`config.mk`:
```
export PLATFORM = sky130hd
export DESIGN_NAME = uswc_top
export DESIGN_NICKNAME = d
export VERILOG_FILES = /design/src/design/uswc_pkg.sv /design/src/design/uswc_top.sv
export SDC_FILE = /design/constraint.sdc
export NUM_CORES = 1
export LEC_CHECK = 0
export BUFFER_PORTS_ARGS = -buffer_cell sky130_fd_sc_hd__buf_2
export CORE_UTILIZATION = 46
export DETAILED_ROUTE_END_ITERATION = 12
export GPL_TIMING_DRIVEN = 0
export PLACE_DENSITY_LB_ADDON = 0.2
export SYNTH_ARGS = -nofsm -noshare
export SYNTH_HDL_FRONTEND = slang
export SYNTH_SLANG_ARGS = --single-unit
```
`constraint.sdc`:
```
create_clock -name mclk_i -period 4.5 [get_ports mclk_i]
set_input_delay 0.45 -clock mclk_i [delete_from_list [all_inputs] [get_ports mclk_i]]
set_output_delay 0.45 -clock mclk_i [all_outputs]
set_load 0.02 [all_outputs]
```
`src/design/uswc_pkg.sv`:
```
package uswc_pkg;
  // Register byte addresses (printed offsets are word indices: byte address = index * 4)
  localparam logic [15:0] REG_BUS_CTRL_STATUS_IDX = 16'he680;
  localparam logic [15:0] REG_FORCE_SUSPEND_IDX = 16'he681;
  localparam logic [15:0] REG_WAKE_CTRL_STATUS_IDX = 16'he682;
  localparam logic [15:0] REG_POWER_CTRL_IDX = 16'he683;
  localparam logic [15:0] REG_EXT_IRQ_CTRL_IDX = 16'h00d8;
  localparam logic [15:0] REG_POWER_STATUS_IDX = 16'he684;
  localparam logic [17:0] ADDR_BUS_CTRL_STATUS = {REG_BUS_CTRL_STATUS_IDX, 2'b00};
  localparam logic [17:0] ADDR_FORCE_SUSPEND = {REG_FORCE_SUSPEND_IDX, 2'b00};
  localparam logic [17:0] ADDR_WAKE_CTRL_STATUS = {REG_WAKE_CTRL_STATUS_IDX, 2'b00};
  localparam logic [17:0] ADDR_POWER_CTRL = {REG_POWER_CTRL_IDX, 2'b00};
  localparam logic [17:0] ADDR_EXT_IRQ_CTRL = {REG_EXT_IRQ_CTRL_IDX, 2'b00};
  localparam logic [17:0] ADDR_POWER_STATUS = {REG_POWER_STATUS_IDX, 2'b00};

  // Field positions
  localparam int BCS_DRIVE_RESUME = 0;
  localparam int WCS_PIN_A_EN = 0;
  localparam int WCS_PIN_B_EN = 1;
  localparam int WCS_LINE_EN = 2;
  localparam int WCS_PIN_A_POL = 4;
  localparam int WCS_PIN_B_POL = 5;
  localparam int WCS_PIN_A_FLAG = 6;
  localparam int WCS_PIN_B_FLAG = 7;
  localparam int PCTL_IDLE = 0;
  localparam int EIC_WAKE_FLAG = 4;
  localparam int EIC_WAKE_EN = 5;

  // Reset value and writable-bit mask
  localparam logic [7:0] WCS_RESET = 8'h05;
  localparam logic [7:0] WCS_RW_MASK = 8'h37;

  // Interrupt identities
  localparam logic [7:0] SUSPEND_AUTOVECTOR = 8'h03;
  localparam logic [7:0] WAKE_VECTOR = 8'h33;

  // Timing
  localparam int CLK_HZ = 100_000_000;
  localparam int SUSPEND_IDLE_US = 3000;
  localparam int SUSPEND_IDLE_CYC = SUSPEND_IDLE_US * (CLK_HZ / 1_000_000);
  localparam int PLL_LOCK_CYC_DEFAULT = 16;

  typedef enum logic [1:0] {
    USWC_RUN,
    USWC_IDLE,
    USWC_OSC_OFF,
    USWC_PLL_WAIT
  } uswc_state_t;

  typedef struct packed {
    logic pin_a;
    logic pin_b;
    logic line_act;
  } uswc_wake_t;
endpackage

```
`src/design/uswc_top.sv`:
```
// Function
// - Suspend interrupt after 3 ms bus idle
// - Bus idle suspend raises usb irq, autovector 3
// - Any write to force_suspend creates suspend
// - Idle bit stops oscillator when conditions hold
// - CPU in reset: bus suspend stops oscillator
// - Wake enables at b2, b1, b0
// - Pin polarities at b4, b5
// - Enabled line activity or pin edge wakes
// - Pin assertion sets its status flag while its wake enable is set
// - Pin status flags clear by writing one
// - Active wake pin keeps oscillator running
// - Wake waits PLL stable before irq
// - Wake irq dedicated, vector 0x33
// - Wake enable bit 5, flag bit 4
// - Wake irq disabled means no exit from oscillator stop unless CPU in reset
// - Service routine clears flag, CPU resumes
// - Only wake irq exits idle
// - Idle without suspend fires wake immediately
`timescale 1ns/1ps
`default_nettype none
module uswc_top #(
  parameter int SUSPEND_CYC = uswc_pkg::SUSPEND_IDLE_CYC,
  parameter int PLL_LOCK_CYC = uswc_pkg::PLL_LOCK_CYC_DEFAULT
) (
  input wire logic mclk_i,
  input wire logic rst_b_i,
  input wire logic wb_cyc_i,
  input wire logic wb_stb_i,
  input wire logic wb_we_i,
  input wire logic [17:0] wb_adr_i,
  input wire logic [3:0] wb_sel_i,
  input wire logic [31:0] wb_dat_i,
  output logic [31:0] wb_dat_o,
  output logic wb_ack_o,
  input wire logic bus_idle_i,
  input wire logic usb_positive_line_i,
  input wire logic pin_a_i,
  input wire logic pin_b_i,
  input wire logic cpu_in_reset_i,
  input wire logic pll_locked_i,
  output logic usb_irq_line_o,
  output logic [7:0] usb_irq_vector_o,
  output logic wake_irq_o,
  output logic [7:0] wake_vector_o,
  output logic osc_enable_o,
  output logic cpu_idle_o,
  output logic usb_positive_line_o,
  output logic usb_negative_line_o,
  output logic usb_line_oe_o
);
  localparam int CW = 22;

  uswc_pkg::uswc_state_t state, next_state;
  logic [7:0] wcs;
  logic drive_resume;
  logic wake_irq_enable;
  logic wake_irq_flag;
  logic susp_irq_flag;
  logic bus_suspend;
  logic forced_suspend;
  logic [CW-1:0] idle_cnt;
  logic [CW-1:0] pll_cnt;
  logic pin_a_q, pin_b_q, line_q;
  logic [31:0] rd_data;

  // Bus decode
  wire bus_req = wb_cyc_i && wb_stb_i && !wb_ack_o;
  wire wr_en = bus_req && wb_we_i && wb_sel_i[0];
  wire hit_bcs = (wb_adr_i == uswc_pkg::ADDR_BUS_CTRL_STATUS);
  wire hit_fs = (wb_adr_i == uswc_pkg::ADDR_FORCE_SUSPEND);
  wire hit_wcs = (wb_adr_i == uswc_pkg::ADDR_WAKE_CTRL_STATUS);
  wire hit_pc = (wb_adr_i == uswc_pkg::ADDR_POWER_CTRL);
  wire hit_eic = (wb_adr_i == uswc_pkg::ADDR_EXT_IRQ_CTRL);
  wire hit_ps = (wb_adr_i == uswc_pkg::ADDR_POWER_STATUS);
  wire wr_bcs = wr_en && hit_bcs;
  wire wr_fs = wr_en && hit_fs;
  wire wr_wcs = wr_en && hit_wcs;
  wire wr_pc = wr_en && hit_pc;
  wire wr_eic = wr_en && hit_eic;
  wire wr_ps = wr_en && hit_ps;

  // Wake sources
  wire pin_a_act = (pin_a_i == wcs[uswc_pkg::WCS_PIN_A_POL]);
  wire pin_b_act = (pin_b_i == wcs[uswc_pkg::WCS_PIN_B_POL]);
  wire pin_a_rise = pin_a_act && !pin_a_q;
  wire pin_b_rise = pin_b_act && !pin_b_q;
  wire line_rise = usb_positive_line_i && !line_q;
  wire pin_a_ev = pin_a_rise && wcs[uswc_pkg::WCS_PIN_A_EN];
  wire pin_b_ev = pin_b_rise && wcs[uswc_pkg::WCS_PIN_B_EN];
  wire line_ev = line_rise && wcs[uswc_pkg::WCS_LINE_EN];
  wire wake_ev = pin_a_ev || pin_b_ev || line_ev;
  // A live wake source blocks oscillator stop
  // D+ sits high in the J state, so the line only counts while the bus is active
  wire src_live = (wcs[uswc_pkg::WCS_PIN_A_EN] && pin_a_act)
               || (wcs[uswc_pkg::WCS_PIN_B_EN] && pin_b_act)
               || (wcs[uswc_pkg::WCS_LINE_EN] && !bus_idle_i)
               || pin_a_act || pin_b_act;
  wire suspend_cond = bus_suspend || forced_suspend;
  wire idle_set = wr_pc && wb_dat_i[uswc_pkg::PCTL_IDLE];
  wire idle_cnt_done = (idle_cnt == CW'(SUSPEND_CYC - 1));
  wire pll_done = pll_locked_i && (pll_cnt == CW'(PLL_LOCK_CYC - 1));
  wire wake_fire = (state == uswc_pkg::USWC_PLL_WAIT) && pll_done;
  // Idle with no suspend wakes at once
  wire instant_wake = (state == uswc_pkg::USWC_IDLE) && !suspend_cond;
  wire irq_clr = wr_eic && !wb_dat_i[uswc_pkg::EIC_WAKE_FLAG];
  wire susp_clr = wr_ps && wb_dat_i[0];

  always_comb begin
    next_state = state;
    case (state)
      uswc_pkg::USWC_RUN: begin
        if (idle_set) begin
          next_state = uswc_pkg::USWC_IDLE;
        end else if (cpu_in_reset_i && bus_suspend && !src_live) begin
          next_state = uswc_pkg::USWC_OSC_OFF;
        end
      end
      uswc_pkg::USWC_IDLE: begin
        // Only the wake path leaves idle; other interrupts are ignored
        if (instant_wake) begin
          next_state = uswc_pkg::USWC_RUN;
        end else if (wake_ev) begin
          next_state = uswc_pkg::USWC_PLL_WAIT;
        end else if (!src_live) begin
          next_state = uswc_pkg::USWC_OSC_OFF;
        end
      end
      uswc_pkg::USWC_OSC_OFF: begin
        // With the wake irq disabled there is no way out unless the CPU is in reset
        if (wake_ev && (wake_irq_enable || cpu_in_reset_i)) begin
          next_state = uswc_pkg::USWC_PLL_WAIT;
        end
      end
      default: begin
        if (pll_done) begin
          next_state = uswc_pkg::USWC_RUN;
        end
      end
    endcase
  end

  assign rd_data = hit_bcs ? {31'h0000_0000, drive_resume}
                 : hit_wcs ? {24'h00_0000, wcs}
                 : hit_pc ? {31'h0000_0000, cpu_idle_o}
                 : hit_eic ? {26'h000_0000, wake_irq_enable, wake_irq_flag, 4'h0}
                 : hit_ps ? {29'h0000_0000, forced_suspend, bus_suspend, susp_irq_flag}
                 : 32'h0000_0000;

  always_ff @(posedge mclk_i or negedge rst_b_i) begin
    if (!rst_b_i) begin
      wb_ack_o <= 1'b0;
      wb_dat_o <= 32'h0000_0000;
    end else begin
      wb_ack_o <= bus_req;
      wb_dat_o <= bus_req ? rd_data : 32'h0000_0000;
    end
  end

  always_ff @(posedge mclk_i or negedge rst_b_i) begin
    if (!rst_b_i) begin
      state <= uswc_pkg::USWC_RUN;
      pin_a_q <= 1'b0;
      pin_b_q <= 1'b0;
      line_q <= 1'b0;
      idle_cnt <= '0;
      pll_cnt <= '0;
    end else begin
      state <= next_state;
      pin_a_q <= pin_a_act;
      pin_b_q <= pin_b_act;
      line_q <= usb_positive_line_i;
      idle_cnt <= bus_idle_i ? (idle_cnt_done ? idle_cnt : idle_cnt + 1'b1) : '0;
      pll_cnt <= (state == uswc_pkg::USWC_PLL_WAIT && pll_locked_i && !pll_done) ?
                 pll_cnt + 1'b1 : '0;
    end
  end

  always_ff @(posedge mclk_i or negedge rst_b_i) begin
    if (!rst_b_i) begin
      bus_suspend <= 1'b0;
      susp_irq_flag <= 1'b0;
      forced_suspend <= 1'b0;
    end else begin
      bus_suspend <= bus_idle_i && idle_cnt_done;
      if (bus_idle_i && idle_cnt_done && !bus_suspend) begin
        susp_irq_flag <= 1'b1;
      end else if (susp_clr) begin
        susp_irq_flag <= 1'b0;
      end
      if (wr_fs) begin
        forced_suspend <= 1'b1;
      end else if (wake_fire || instant_wake) begin
        forced_suspend <= 1'b0;
      end
    end
  end

  always_ff @(posedge mclk_i or negedge rst_b_i) begin
    if (!rst_b_i) begin
      wcs <= uswc_pkg::WCS_RESET;
      drive_resume <= 1'b0;
      wake_irq_enable <= 1'b0;
      wake_irq_flag <= 1'b0;
    end else begin
      wcs[uswc_pkg::WCS_PIN_A_FLAG] <= (pin_a_act && wcs[uswc_pkg::WCS_PIN_A_EN])
        || (wcs[uswc_pkg::WCS_PIN_A_FLAG]
        && !(wr_wcs && wb_dat_i[uswc_pkg::WCS_PIN_A_FLAG]));
      wcs[uswc_pkg::WCS_PIN_B_FLAG] <= (pin_b_act && wcs[uswc_pkg::WCS_PIN_B_EN])
        || (wcs[uswc_pkg::WCS_PIN_B_FLAG]
        && !(wr_wcs && wb_dat_i[uswc_pkg::WCS_PIN_B_FLAG]));
      if (wr_wcs) begin
        wcs[5:0] <= wb_dat_i[5:0] & uswc_pkg::WCS_RW_MASK[5:0];
      end
      if (wr_bcs) begin
        drive_resume <= wb_dat_i[uswc_pkg::BCS_DRIVE_RESUME];
      end
      if (wr_eic) begin
        wake_irq_enable <= wb_dat_i[uswc_pkg::EIC_WAKE_EN];
      end
      // Set wins over a software clear in the same cycle
      if (wake_fire || instant_wake) begin
        wake_irq_flag <= 1'b1;
      end else if (irq_clr) begin
        wake_irq_flag <= 1'b0;
      end
    end
  end

  always_ff @(posedge mclk_i or negedge rst_b_i) begin
    if (!rst_b_i) begin
      usb_irq_line_o <= 1'b0;
      usb_irq_vector_o <= 8'h00;
      wake_irq_o <= 1'b0;
      wake_vector_o <= 8'h00;
      osc_enable_o <= 1'b1;
      cpu_idle_o <= 1'b0;
      usb_positive_line_o <= 1'b0;
      usb_negative_line_o <= 1'b0;
      usb_line_oe_o <= 1'b0;
    end else begin
      usb_irq_line_o <= susp_irq_flag;
      usb_irq_vector_o <= susp_irq_flag ? uswc_pkg::SUSPEND_AUTOVECTOR : 8'h00;
      wake_irq_o <= wake_irq_flag && wake_irq_enable;
      wake_vector_o <= uswc_pkg::WAKE_VECTOR;
      osc_enable_o <= (next_state != uswc_pkg::USWC_OSC_OFF);
      cpu_idle_o <= (next_state != uswc_pkg::USWC_RUN);
      usb_positive_line_o <= 1'b0;
      usb_negative_line_o <= drive_resume;
      usb_line_oe_o <= drive_resume;
    end
  end

  a_osc_stop_cond: assert property (@(posedge mclk_i) disable iff (!rst_b_i)
    $fell(osc_enable_o) |-> $past(suspend_cond) && !$past(src_live))
    else $error("oscillator stopped without suspend");
  // An active pin, enabled or not, keeps a running oscillator from stopping in the next cycle
  a_pin_hold_osc: assert property (@(posedge mclk_i) disable iff (!rst_b_i)
    (pin_a_act || pin_b_act) && osc_enable_o |=> osc_enable_o)
    else $error("oscillator stopped while pin active");
  a_forced_susp: assert property (@(posedge mclk_i) disable iff (!rst_b_i)
    wr_fs |=> forced_suspend)
    else $error("force suspend write lost");
  a_forced_clear: assert property (@(posedge mclk_i) disable iff (!rst_b_i)
    wake_fire && !wr_fs |=> !forced_suspend)
    else $error("forced suspend kept after wake");
  a_susp_irq_vec: assert property (@(posedge mclk_i) disable iff (!rst_b_i)
    usb_irq_line_o |-> usb_irq_vector_o == uswc_pkg::SUSPEND_AUTOVECTOR)
    else $error("suspend vector wrong");
  a_usb_irq_line: assert property (@(posedge mclk_i) disable iff (!rst_b_i)
    susp_irq_flag |=> usb_irq_line_o)
    else $error("usb irq line not raised");
  a_susp_after_idle: assert property (@(posedge mclk_i) disable iff (!rst_b_i)
    bus_idle_i && idle_cnt_done && !bus_suspend |=> susp_irq_flag)
    else $error("suspend irq missing after idle");
  a_susp_needs_idle: assert property (@(posedge mclk_i) disable iff (!rst_b_i)
    $rose(bus_suspend) |-> $past(bus_idle_i))
    else $error("bus suspend without idle");
  a_wake_after_pll: assert property (@(posedge mclk_i) disable iff (!rst_b_i)
    $rose(wake_irq_flag) |-> $past(pll_done) || $past(instant_wake))
    else $error("wake irq before pll stable");
  a_no_flag_wait: assert property (@(posedge mclk_i) disable iff (!rst_b_i)
    state == uswc_pkg::USWC_PLL_WAIT && !pll_locked_i && !wake_irq_flag |=> !wake_irq_flag)
    else $error("wake flag while pll unlocked");
  a_fire_sets: assert property (@(posedge mclk_i) disable iff (!rst_b_i)
    wake_fire |=> wake_irq_flag)
    else $error("wake flag not set after pll");
  a_wake_vec: assert property (@(posedge mclk_i) disable iff (!rst_b_i)
    wake_irq_o |-> wake_vector_o == uswc_pkg::WAKE_VECTOR)
    else $error("wake vector wrong");
  a_wake_gate: assert property (@(posedge mclk_i) disable iff (!rst_b_i)
    wake_irq_o |-> $past(wake_irq_enable))
    else $error("wake irq while disabled");
  a_ie_write: assert property (@(posedge mclk_i) disable iff (!rst_b_i)
    wr_eic |=> wake_irq_enable == $past(wb_dat_i[uswc_pkg::EIC_WAKE_EN]))
    else $error("wake enable write lost");
  a_flag_w1c: assert property (@(posedge mclk_i) disable iff (!rst_b_i)
    wr_wcs && !wb_dat_i[6] && wcs[6] |=> wcs[6])
    else $error("pin a flag cleared by zero write");
  a_flag_b_w1c: assert property (@(posedge mclk_i) disable iff (!rst_b_i)
    wr_wcs && !wb_dat_i[7] && wcs[7] |=> wcs[7])
    else $error("pin b flag cleared by zero write");
  a_flag_clear: assert property (@(posedge mclk_i) disable iff (!rst_b_i)
    wr_wcs && wb_dat_i[6] && !(pin_a_act && wcs[0]) |=> !wcs[6])
    else $error("pin a flag not cleared by one");
  a_pin_a_flag: assert property (@(posedge mclk_i) disable iff (!rst_b_i)
    pin_a_act && wcs[uswc_pkg::WCS_PIN_A_EN] |=> wcs[6])
    else $error("pin a flag not set");
  a_pin_b_flag: assert property (@(posedge mclk_i) disable iff (!rst_b_i)
    pin_b_act && wcs[uswc_pkg::WCS_PIN_B_EN] |=> wcs[7])
    else $error("pin b flag not set");
  a_flag_a_cause: assert property (@(posedge mclk_i) disable iff (!rst_b_i)
    $rose(wcs[6]) |-> $past(pin_a_act))
    else $error("pin a flag without pin");
  a_flag_b_cause: assert property (@(posedge mclk_i) disable iff (!rst_b_i)
    $rose(wcs[7]) |-> $past(pin_b_act))
    else $error("pin b flag without pin");
  a_pol_write: assert property (@(posedge mclk_i) disable iff (!rst_b_i)
    wr_wcs |=> wcs[5:4] == $past(wb_dat_i[5:4]))
    else $error("polarity write lost");
  a_en_write: assert property (@(posedge mclk_i) disable iff (!rst_b_i)
    wr_wcs |=> wcs[2:0] == $past(wb_dat_i[2:0]))
    else $error("enable write lost");
  a_wcs_bit3: assert property (@(posedge mclk_i) disable iff (!rst_b_i)
    !wcs[3])
    else $error("reserved wake bit set");
  a_idle_wake: assert property (@(posedge mclk_i) disable iff (!rst_b_i)
    state == uswc_pkg::USWC_IDLE && suspend_cond && wake_ev
    |=> state == uswc_pkg::USWC_PLL_WAIT)
    else $error("wake event ignored in idle");
  a_off_wake: assert property (@(posedge mclk_i) disable iff (!rst_b_i)
    state == uswc_pkg::USWC_OSC_OFF && wake_ev && wake_irq_enable
    |=> osc_enable_o && state == uswc_pkg::USWC_PLL_WAIT)
    else $error("oscillator not restarted on wake");
  a_osc_state: assert property (@(posedge mclk_i) disable iff (!rst_b_i)
    (state == uswc_pkg::USWC_OSC_OFF) == !osc_enable_o)
    else $error("oscillator enable out of step");
  a_cpu_rst_off: assert property (@(posedge mclk_i) disable iff (!rst_b_i)
    state == uswc_pkg::USWC_RUN && cpu_in_reset_i && bus_suspend && !src_live && !idle_set
    |=> !osc_enable_o)
    else $error("oscillator kept with cpu in reset");
  a_idle_entry: assert property (@(posedge mclk_i) disable iff (!rst_b_i)
    idle_set && state == uswc_pkg::USWC_RUN |=> cpu_idle_o)
    else $error("idle not entered");
  a_idle_hold: assert property (@(posedge mclk_i) disable iff (!rst_b_i)
    state == uswc_pkg::USWC_OSC_OFF |-> cpu_idle_o)
    else $error("cpu running while stopped");
  a_only_wake: assert property (@(posedge mclk_i) disable iff (!rst_b_i)
    $fell(cpu_idle_o) |-> $past(wake_fire || instant_wake))
    else $error("idle left without wake");
  a_instant_wake: assert property (@(posedge mclk_i) disable iff (!rst_b_i)
    instant_wake |=> wake_irq_flag ##1 !cpu_idle_o)
    else $error("idle without suspend did not wake");
  a_flag_clr: assert property (@(posedge mclk_i) disable iff (!rst_b_i)
    irq_clr && !wake_fire && !instant_wake |=> !wake_irq_flag)
    else $error("wake flag not cleared");
  a_resume_k: assert property (@(posedge mclk_i) disable iff (!rst_b_i)
    drive_resume |=> usb_line_oe_o && usb_negative_line_o && !usb_positive_line_o)
    else $error("resume not driving K");
  a_release_lines: assert property (@(posedge mclk_i) disable iff (!rst_b_i)
    !drive_resume |=> !usb_line_oe_o)
    else $error("lines not released");
  a_ack_pulse: assert property (@(posedge mclk_i) disable iff (!rst_b_i)
    wb_ack_o |=> !wb_ack_o)
    else $error("ack longer than one cycle");
  a_no_exit_off: assert property (@(posedge mclk_i) disable iff (!rst_b_i)
    state == uswc_pkg::USWC_OSC_OFF && !wake_irq_enable && !cpu_in_reset_i
    |=> state == uswc_pkg::USWC_OSC_OFF)
    else $error("left suspend with wake irq disabled");
  c_bus_suspend: cover property (@(posedge mclk_i) $rose(susp_irq_flag));
  c_osc_off: cover property (@(posedge mclk_i) $fell(osc_enable_o));
  c_wake: cover property (@(posedge mclk_i) $rose(wake_irq_o));
  c_pin_wake: cover property (@(posedge mclk_i) $rose(wcs[6]));
  c_resume: cover property (@(posedge mclk_i) $rose(usb_line_oe_o));
endmodule
`default_nettype wire

```
==> results of run 1 <==
[power by group]
group | total, uW | leakage, uW | internal (uW) | switching, uW
clock network | 466 | 0.0000905 | 230 | 237
logic | 126 | 0.00118 | 50.4 | 75.2
registers | 695 | 0.00101 | 690 | 5.84
[routing by layer]
metal / GRT usage, % / part of all wire [%]
met4: 7.32 / 1.7
met3: 4.35 / 4.6
met5: 0 / 0
met2: 30.2 / 48
met1: 23.4 / 46
[area by class of cell]
class | instances | share of cell area, %
flip-flops and latches | 76 | 40.3
multi-input cells | 301 | 38.0
plain buffers | 48 | 7.30
repair buffers | 58 | 6.77
clock buffers | 14 | 3.44
well taps | 105 | 2.78
inverters | 16 | 1.27
clock inverters | 2 | 0.212
[through the flow]
stage / hold slack [ns] / area [um2] / utilization, %
3_5_place_dp: 0.260 / 4550 / 54.8
6_report: 0.235 / 4730 / 57.0
5_1_grt: 0.219 / 4730 / 57.0
3_3_place_gp: 0.379 / 4520 / 54.4
4_1_cts: 0.226 / 4730 / 57.0
2_1_floorplan: 0.154 / 4110 / -
[worst register-to-register path, stage by stage (launching register included)]
cell and delay (ns):
dfrtp_1 0.44, nor4_1 0.34, and4_1 0.23, nand4_1 0.16, nand4_1 0.21, clkbuf_1 0.39, nor2_1 0.10
[worst paths after layout]
path	startpoint	end	depth (start not counted)
min in group asynchronous	rst_b_i	wb_dat_o[4]	2
max	wb_adr_i[10]	osc_enable_o	7
max reg2reg	pll_cnt[7]	pll_cnt[3]	6
min reg2reg	drive_resume	usb_line_oe_o	0
min	usb_positive_line_i	line_q	1
max in group asynchronous	rst_b_i	wcs[0]	3
[cell usage in the layout, fill, tap and decap left out, types with 4 or more instances in the layout]
cell type and count:
clkbuf_8 11, and4_1 8, dfrtp_1 73, nor2_1 54, inv_1 16, nand2b_1 6, clkbuf_1 8, nand3_1 16
xor2_1 11, buf_2 55, conb_1 37, xnor2_1 22, and3_1 8, a22o_1 4, o21ai_0 12, or3_1 5
a22oi_1 4, nor4_1 8, nor3_1 13, a21oi_1 5, buf_4 43, mux2i_1 6, nand4_1 13, nand2_1 31
[flip-flops by register name, summed over array words and instances (netlist names), 2 cells and up]
| signal | flops |
|---|---|
| pll_cnt | 22 |
| state | 2 |
| wb_dat_o | 7 |
| wcs | 7 |
| idle_cnt | 22 |
[kinds of logic after synthesis]
group                    count (synthesis)  synth area share, %
multiplexers                            12                 3.21
XOR/XNOR                                33                 7.27
buffers and inverters                   64                 10.2
other                                    2                0.189
flip-flops                              76                 47.9
adder cells (fa/ha/maj)                  2                0.629
AND/OR/NAND/NOR                        182                 24.2
AO/OA/AOI/OAI                           35                 6.36
==> impl_metrics.csv, run 1 <==
group,metric,value,unit
drt,drc,0,
placed_design,post-place-ws,1.75,ns
clock_tree,ctsHtreeMaxLevel,3,
placed_design,gp_congestion,0.825,
setup_path,critPathRequiredTime,4.78,ns
die,core_area,8300,um2
placed_design,placed_cells,603,
yosys,ys.warnings.count,0,
setup_path,endpoint_kind,"flop",
sta,tns,0,ns
layout,diodes,0,
yosys,ys_seq_area_share,47.9,%
yosys,async_flop_share,100,%
drt,wl,7560,um
sta,finalWorstSetupSlack,2.10,ns
sta,rsz0062_at_grt,"no",
clock_tree,cts_buffer_depth,2,
setup_path,crit_arrival,2.68,ns
die,die_w,95.0,um
layout,area_delta_synth_final,19.0,%
die,die_area,9020,um2
sta,finalHoldViolations,0,
layout,multiInputGateArea,1800,um2
layout,post_layout_nonfiller_instances,620,
setup_path,r2r_slack,2.49,ns
setup_path,path_cells,"buf_2, or4b_1, or4_4, buf_6, or3_4, o311a_4, or3b_1",
layout,seqCellArea,1910,um2
clock_tree,ctsResizeCount,0,
die,rows,33,
yosys,yosysMostFrequentCell,"dfrtp_1",
layout,finalNetCount,577,
yosys,synth_area_leader_cell,"dfrtp_1",
drt,vias,3091,
yosys,synthTopCellsByArea,"dfrtp_1 46%, buf_4 7.9%, nor2_1 5.1%",
drt,firstDrtPassIters,4,
yosys,yosys-top-cells-count,"73 x dfrtp_1, 54 x nor2_1, 42 x buf_4",
yosys,synth-main-ff-cell,"dfrtp_1",
clock_tree,tritoncts,"built",
yosys,syn_area,3980,um2
yosys,synth_edf_count,0,
placed_design,dp_hpwl,5600,um
clock_tree,postCtsSetupBuffers,0,
yosys,synth.distinct_cells,51,
setup_path,crit_path_max_fanout,7,
die,num_io_pins,121,
layout,fillers,731,
drt,ant_nets,0,
sta,maxSlewViolCount,0,
die,floorplan.initialDensity,47.9,%
placed_design,numPortBuffers,56,
sta,fin_skew,0.0117,ns
power_and_ir_drop,vdd_drop_max,197,uV
yosys,netlist_instances,406,
drt,first_iter_violations,107,
setup_path,crit_type,"in2reg",
setup_path,cp_slowest_stage_delay,0.54,ns
sta,fmax,0.416,GHz
yosys,yosysTopAreaCellShare,46.0,%
setup_path,worst_path_max_delay_cell,"or4b_1",
clock_tree,clock_sinks,76,
clock_tree,root_buffer,"clkbuf_8",
power_and_ir_drop,design_power_total,1290,uW
clock_tree,cts_buffers,9,
clock_tree,hold_buffers,1,
sta,period_share,53.4,%
sta,setup-violations-final,0,
flow_run,cap_viol_max_count,0,
grt,antenna_found_initial,0,
setup_path,worstSetupStartpointType,"primary input",
layout,drive_gt1_share,24.7,%
grt,grt_usage,18.4,%
grt,grt_pass1_wl,12700,um
die,die_h,95.0,um
sta,min_period,2.40,ns
clock_tree,path_clk_slew,0.07,ns
grt,overflow,0,
power_and_ir_drop,power_density,272,nW/um2
clock_tree,clk_latency,0.35,ns
drt,wl_per_cell,12.2,um
grt,grt_max_degree,74,
grt,grt_pass1_vias,2828,
drt,via_per_inst,4.99,
yosys,syn-mean-instance-area,9.79,um2
outcome,status,"finished clean",
yosys,ys_ff_latch,76,
min_path,min_path_type,"in2reg",
setup_path,path_delay_family,"simple AND/OR/NAND/NOR gates",
power_and_ir_drop,p_leak,0.00229,uW
setup_path,path_buf_inv,2,
Note: power is estimated with default switching activity, not from simulation.
==> inputs of run 2 (changes only) <==
--- a/config.mk
+++ b/config.mk
@@ -5,6 +5,7 @@
 export SDC_FILE = /design/constraint.sdc
 export NUM_CORES = 1
 export LEC_CHECK = 0
+export ABC_AREA = 1
 export BUFFER_PORTS_ARGS = -buffer_cell sky130_fd_sc_hd__buf_2
 export CORE_UTILIZATION = 46
 export DETAILED_ROUTE_END_ITERATION = 12
==> constraint.sdc (replaced) <==
create_clock -name mclk_i -period 2.46 [get_ports mclk_i]
set_input_delay 0.246 -clock mclk_i [delete_from_list [all_inputs] [get_ports mclk_i]]
set_output_delay 0.246 -clock mclk_i [all_outputs]
set_load 0.02 [all_outputs]
==> impl_metrics.csv, run 2 <==
group,metric,value,unit
placed_design,dp_hpwl,7600,um
setup_path,crit_path_frequent_cell,"nand2_1",
yosys,yosysMostFrequentCell,"nand2_1",
grt,grt_usage,20.5,%
clock_tree,root_buffer,"clkbuf_8",
sta,tightest_slew,0.542,ns
drt,wl,9820,um
clock_tree,path_clk_slew,0.09,ns
sta,maxSlewViolCount,0,
setup_path,r2r-start,"idle_cnt[0]",
setup_path,r2r-end,"idle_cnt[1]",
yosys,synth_area_leader_cell,"dfrtp_1",
sta,maxSlewHeadroom,63.9,%
die,num_io_pins,121,
setup_path,endpoint_kind,"flop",
yosys,syn-mean-instance-area,7.48,um2
setup_path,worst_path_max_delay_cell,"dfrtp_1",
sta,fmax,0.550,GHz
clock_tree,postCtsSetupBuffers,0,
placed_design,numPortBuffers,56,
clock_tree,cts_buffers,9,
yosys,synthTopCellsByArea,"dfrtp_1 40%, nand2_1 9.6%, buf_4 7.5%",
yosys,ys.warnings.count,0,
setup_path,path_cells,"ha_1, nand2_2, nor2_2, nand4_1, nor4_1, nand2_1, nand3_1, nand2_1",
power_and_ir_drop,vdd_drop_max,291,uV
grt,grtUsageMet1,26.2,%
drt,ant_nets,0,
layout,finalNetCount,774,
setup_path,path_buf_inv,0,
grt,antenna_found_initial,0,
layout,mostFrequentLayoutCells,"115 x nand2_1, 85 x inv_1, 81 x nor2_1",
setup_path,cp_slowest_stage_delay,0.42,ns
die,core_area,9370,um2
yosys,synth-main-ff-cell,"dfrtp_1",
layout,area_delta_synth_final,18.2,%
die,die_h,101,um
yosys,synth_edf_count,0,
sta,finalHoldViolations,0,
drt,via_per_inst,4.77,
outcome,status,"finished clean",
setup_path,crit_path_max_fanout,5,
grt,grt_use_met2,34.6,%
sta,min_period,1.82,ns
layout,design_area,5330,um2
power_and_ir_drop,p_leak,0.00272,uW
setup_path,path_delay_family,"simple AND/OR/NAND/NOR gates",
clock_tree,ctsHtreeMaxLevel,3,
min_path,whs_path_depth,1,
die,die_w,101,um
yosys,ys_ff_latch,76,
placed_design,post_dp_cell_area,5110,um2
layout,largestRegisters,"idle_cnt (22), pll_cnt (22)",
setup_path,worstSetupStartpointType,"flop",
clock_tree,clock_sinks,76,
grt,grt_pass1_wl,16400,um
layout,diodes,0,
grt,grt_max_degree,43,
yosys,yosys-top-cells-count,"115 x nand2_1, 85 x inv_1, 81 x nor2_1",
setup_path,critPathRequiredTime,2.70,ns
sta,period_share,74.0,%
die,die_area,10200,um2
clock_tree,clk_latency,0.35,ns
min_path,whs_endpoint,"line_q",
clock_tree,tritoncts,"built",
setup_path,crit_type,"reg2reg",
die,rows,35,
power_and_ir_drop,power_density,517,nW/um2
yosys,ys_seq_area_share,42.2,%
yosys,netlist_instances,603,
yosys,yosysTopAreaCellShare,40.5,%
sta,tns,0,ns
sta,finalWorstSetupSlack,0.640,ns
min_path,hold_start,"usb_positive_line_i",
clock_tree,cts_buffer_depth,2,
setup_path,r2r_slack,0.64,ns
drt,drc,0,
drt,vias,4014,
sta,setup-violations-final,0,
layout,layout_commonest_cell,"nand2_1",
die,floorplan.initialDensity,48.1,%
placed_design,gp_congestion,0.928,
setup_path,rr_worst_depth,8,
grt,overflow,0,
setup_path,crit_arrival,2.06,ns
layout,fin_util,56.9,%
grt,top_usage_layer,"met2",
grt,met3_usage,3.54,%
drt,first_iter_violations,147,
layout,drive_gt1_share,20.6,%
min_path,min_path_type,"in2reg",
grt,grt_pass1_vias,3725,
drt,firstDrtPassIters,4,
yosys,syn_area,4510,um2
yosys,synth.distinct_cells,34,
placed_design,post-place-ws,0.689,ns
sta,rsz0062_at_grt,"no",
yosys,async_flop_share,100,%
power_and_ir_drop,design_power_total,2760,uW
sta,fin_skew,0.0107,ns
flow_run,cap_viol_max_count,0,
drt,wl_per_cell,11.7,um
[run 2: cell types whose count changed after synthesis, moves of 9 or more]
cell     delta
a21oi_1    +15
inv_1      +69
nand2_1    +84
nand3_1    +28
nand4_1     +9
nor2_1     +27
nor3_1     +17
xnor2_1    -19
[run 2: worst max-delay path by stage]
stage	slack (ns)	start	cells after the start	end
final	0.64	idle_cnt[0]	8	idle_cnt[1]
after global routing	0.49	idle_cnt[0]	10	idle_cnt[18]
after CTS	0.67	idle_cnt[0]	10	idle_cnt[18]
after detailed placement	0.69	idle_cnt[0]	10	idle_cnt[18]
after global placement	0.62	rst_b_i	1	idle_cnt[6]
after floorplan	0.96	idle_cnt[0]	10	idle_cnt[18]
[run 2: routing by layer]
metal | vias to the layer above | part of all wire [%]
met1 | 1836 | 47
met2 | 102 | 48
met4 | 0 | 1.6
li1 | 2061 | -
met5 | - | 0
met3 | 15 | 3.9
[run 2: what timing repair did]
| item | 4_1_cts | 5_1_grt |
|---|---|---|
| resized for setup | 0 | 0 |
| hold endpoints to repair | 32 | 0 |
| endpoints found under the setup margin | 0 | 0 |
| hold buffers | 1 | 0 |
[run 2: kinds of logic (layout without fill, tap and decap cells)]
family                   count (synthesis)  count (layout)  synth area share, %
buffers and inverters                  132             206                 14.8
AND/OR/NAND/NOR                        328             328                 33.7
adder cells (fa/ha/maj)                  2               2                0.555
XOR/XNOR                                15              15                 2.91
AO/OA/AOI/OAI                           48              48                 5.63
other                                    2              37                0.166
flip-flops                              76              76                 42.2
[run 2: worst register-to-register path: cells and delay by family (launching register included)]
family	cells	cell delay (ns)
flops	1	0.42
simple gates	7	1.08
fa+ha+maj	1	0.20
[run 2: final cells by class]
| class | instances | area, um2 |
|---|---|---|
| Fill cell | 899 | 4040 |
| Clock inverter | 6 | 88.8 |
| Clock buffer | 10 | 128 |
| Timing Repair Buffer | 58 | 313 |
| Buffer | 47 | 349 |
| Sequential cell | 76 | 1910 |
| Tap cell | 129 | 161 |
| Inverter | 85 | 319 |
| Multi-Input combinational cell | 430 | 2070 |
[run 2: where the power goes]
group          internal [uW]  switching [uW]
Combinational            141             248
Clock                    571             478
Sequential              1290            31.4
[run 2: stage by stage]
step	hold slack [ns]	cells
2_1_floorplan	-0.0496	638
3_3_place_gp	0.387	823
3_5_place_dp	0.239	824
4_1_cts	0.00240	841
5_1_grt	0.00123	841
6_report	0.0146	841
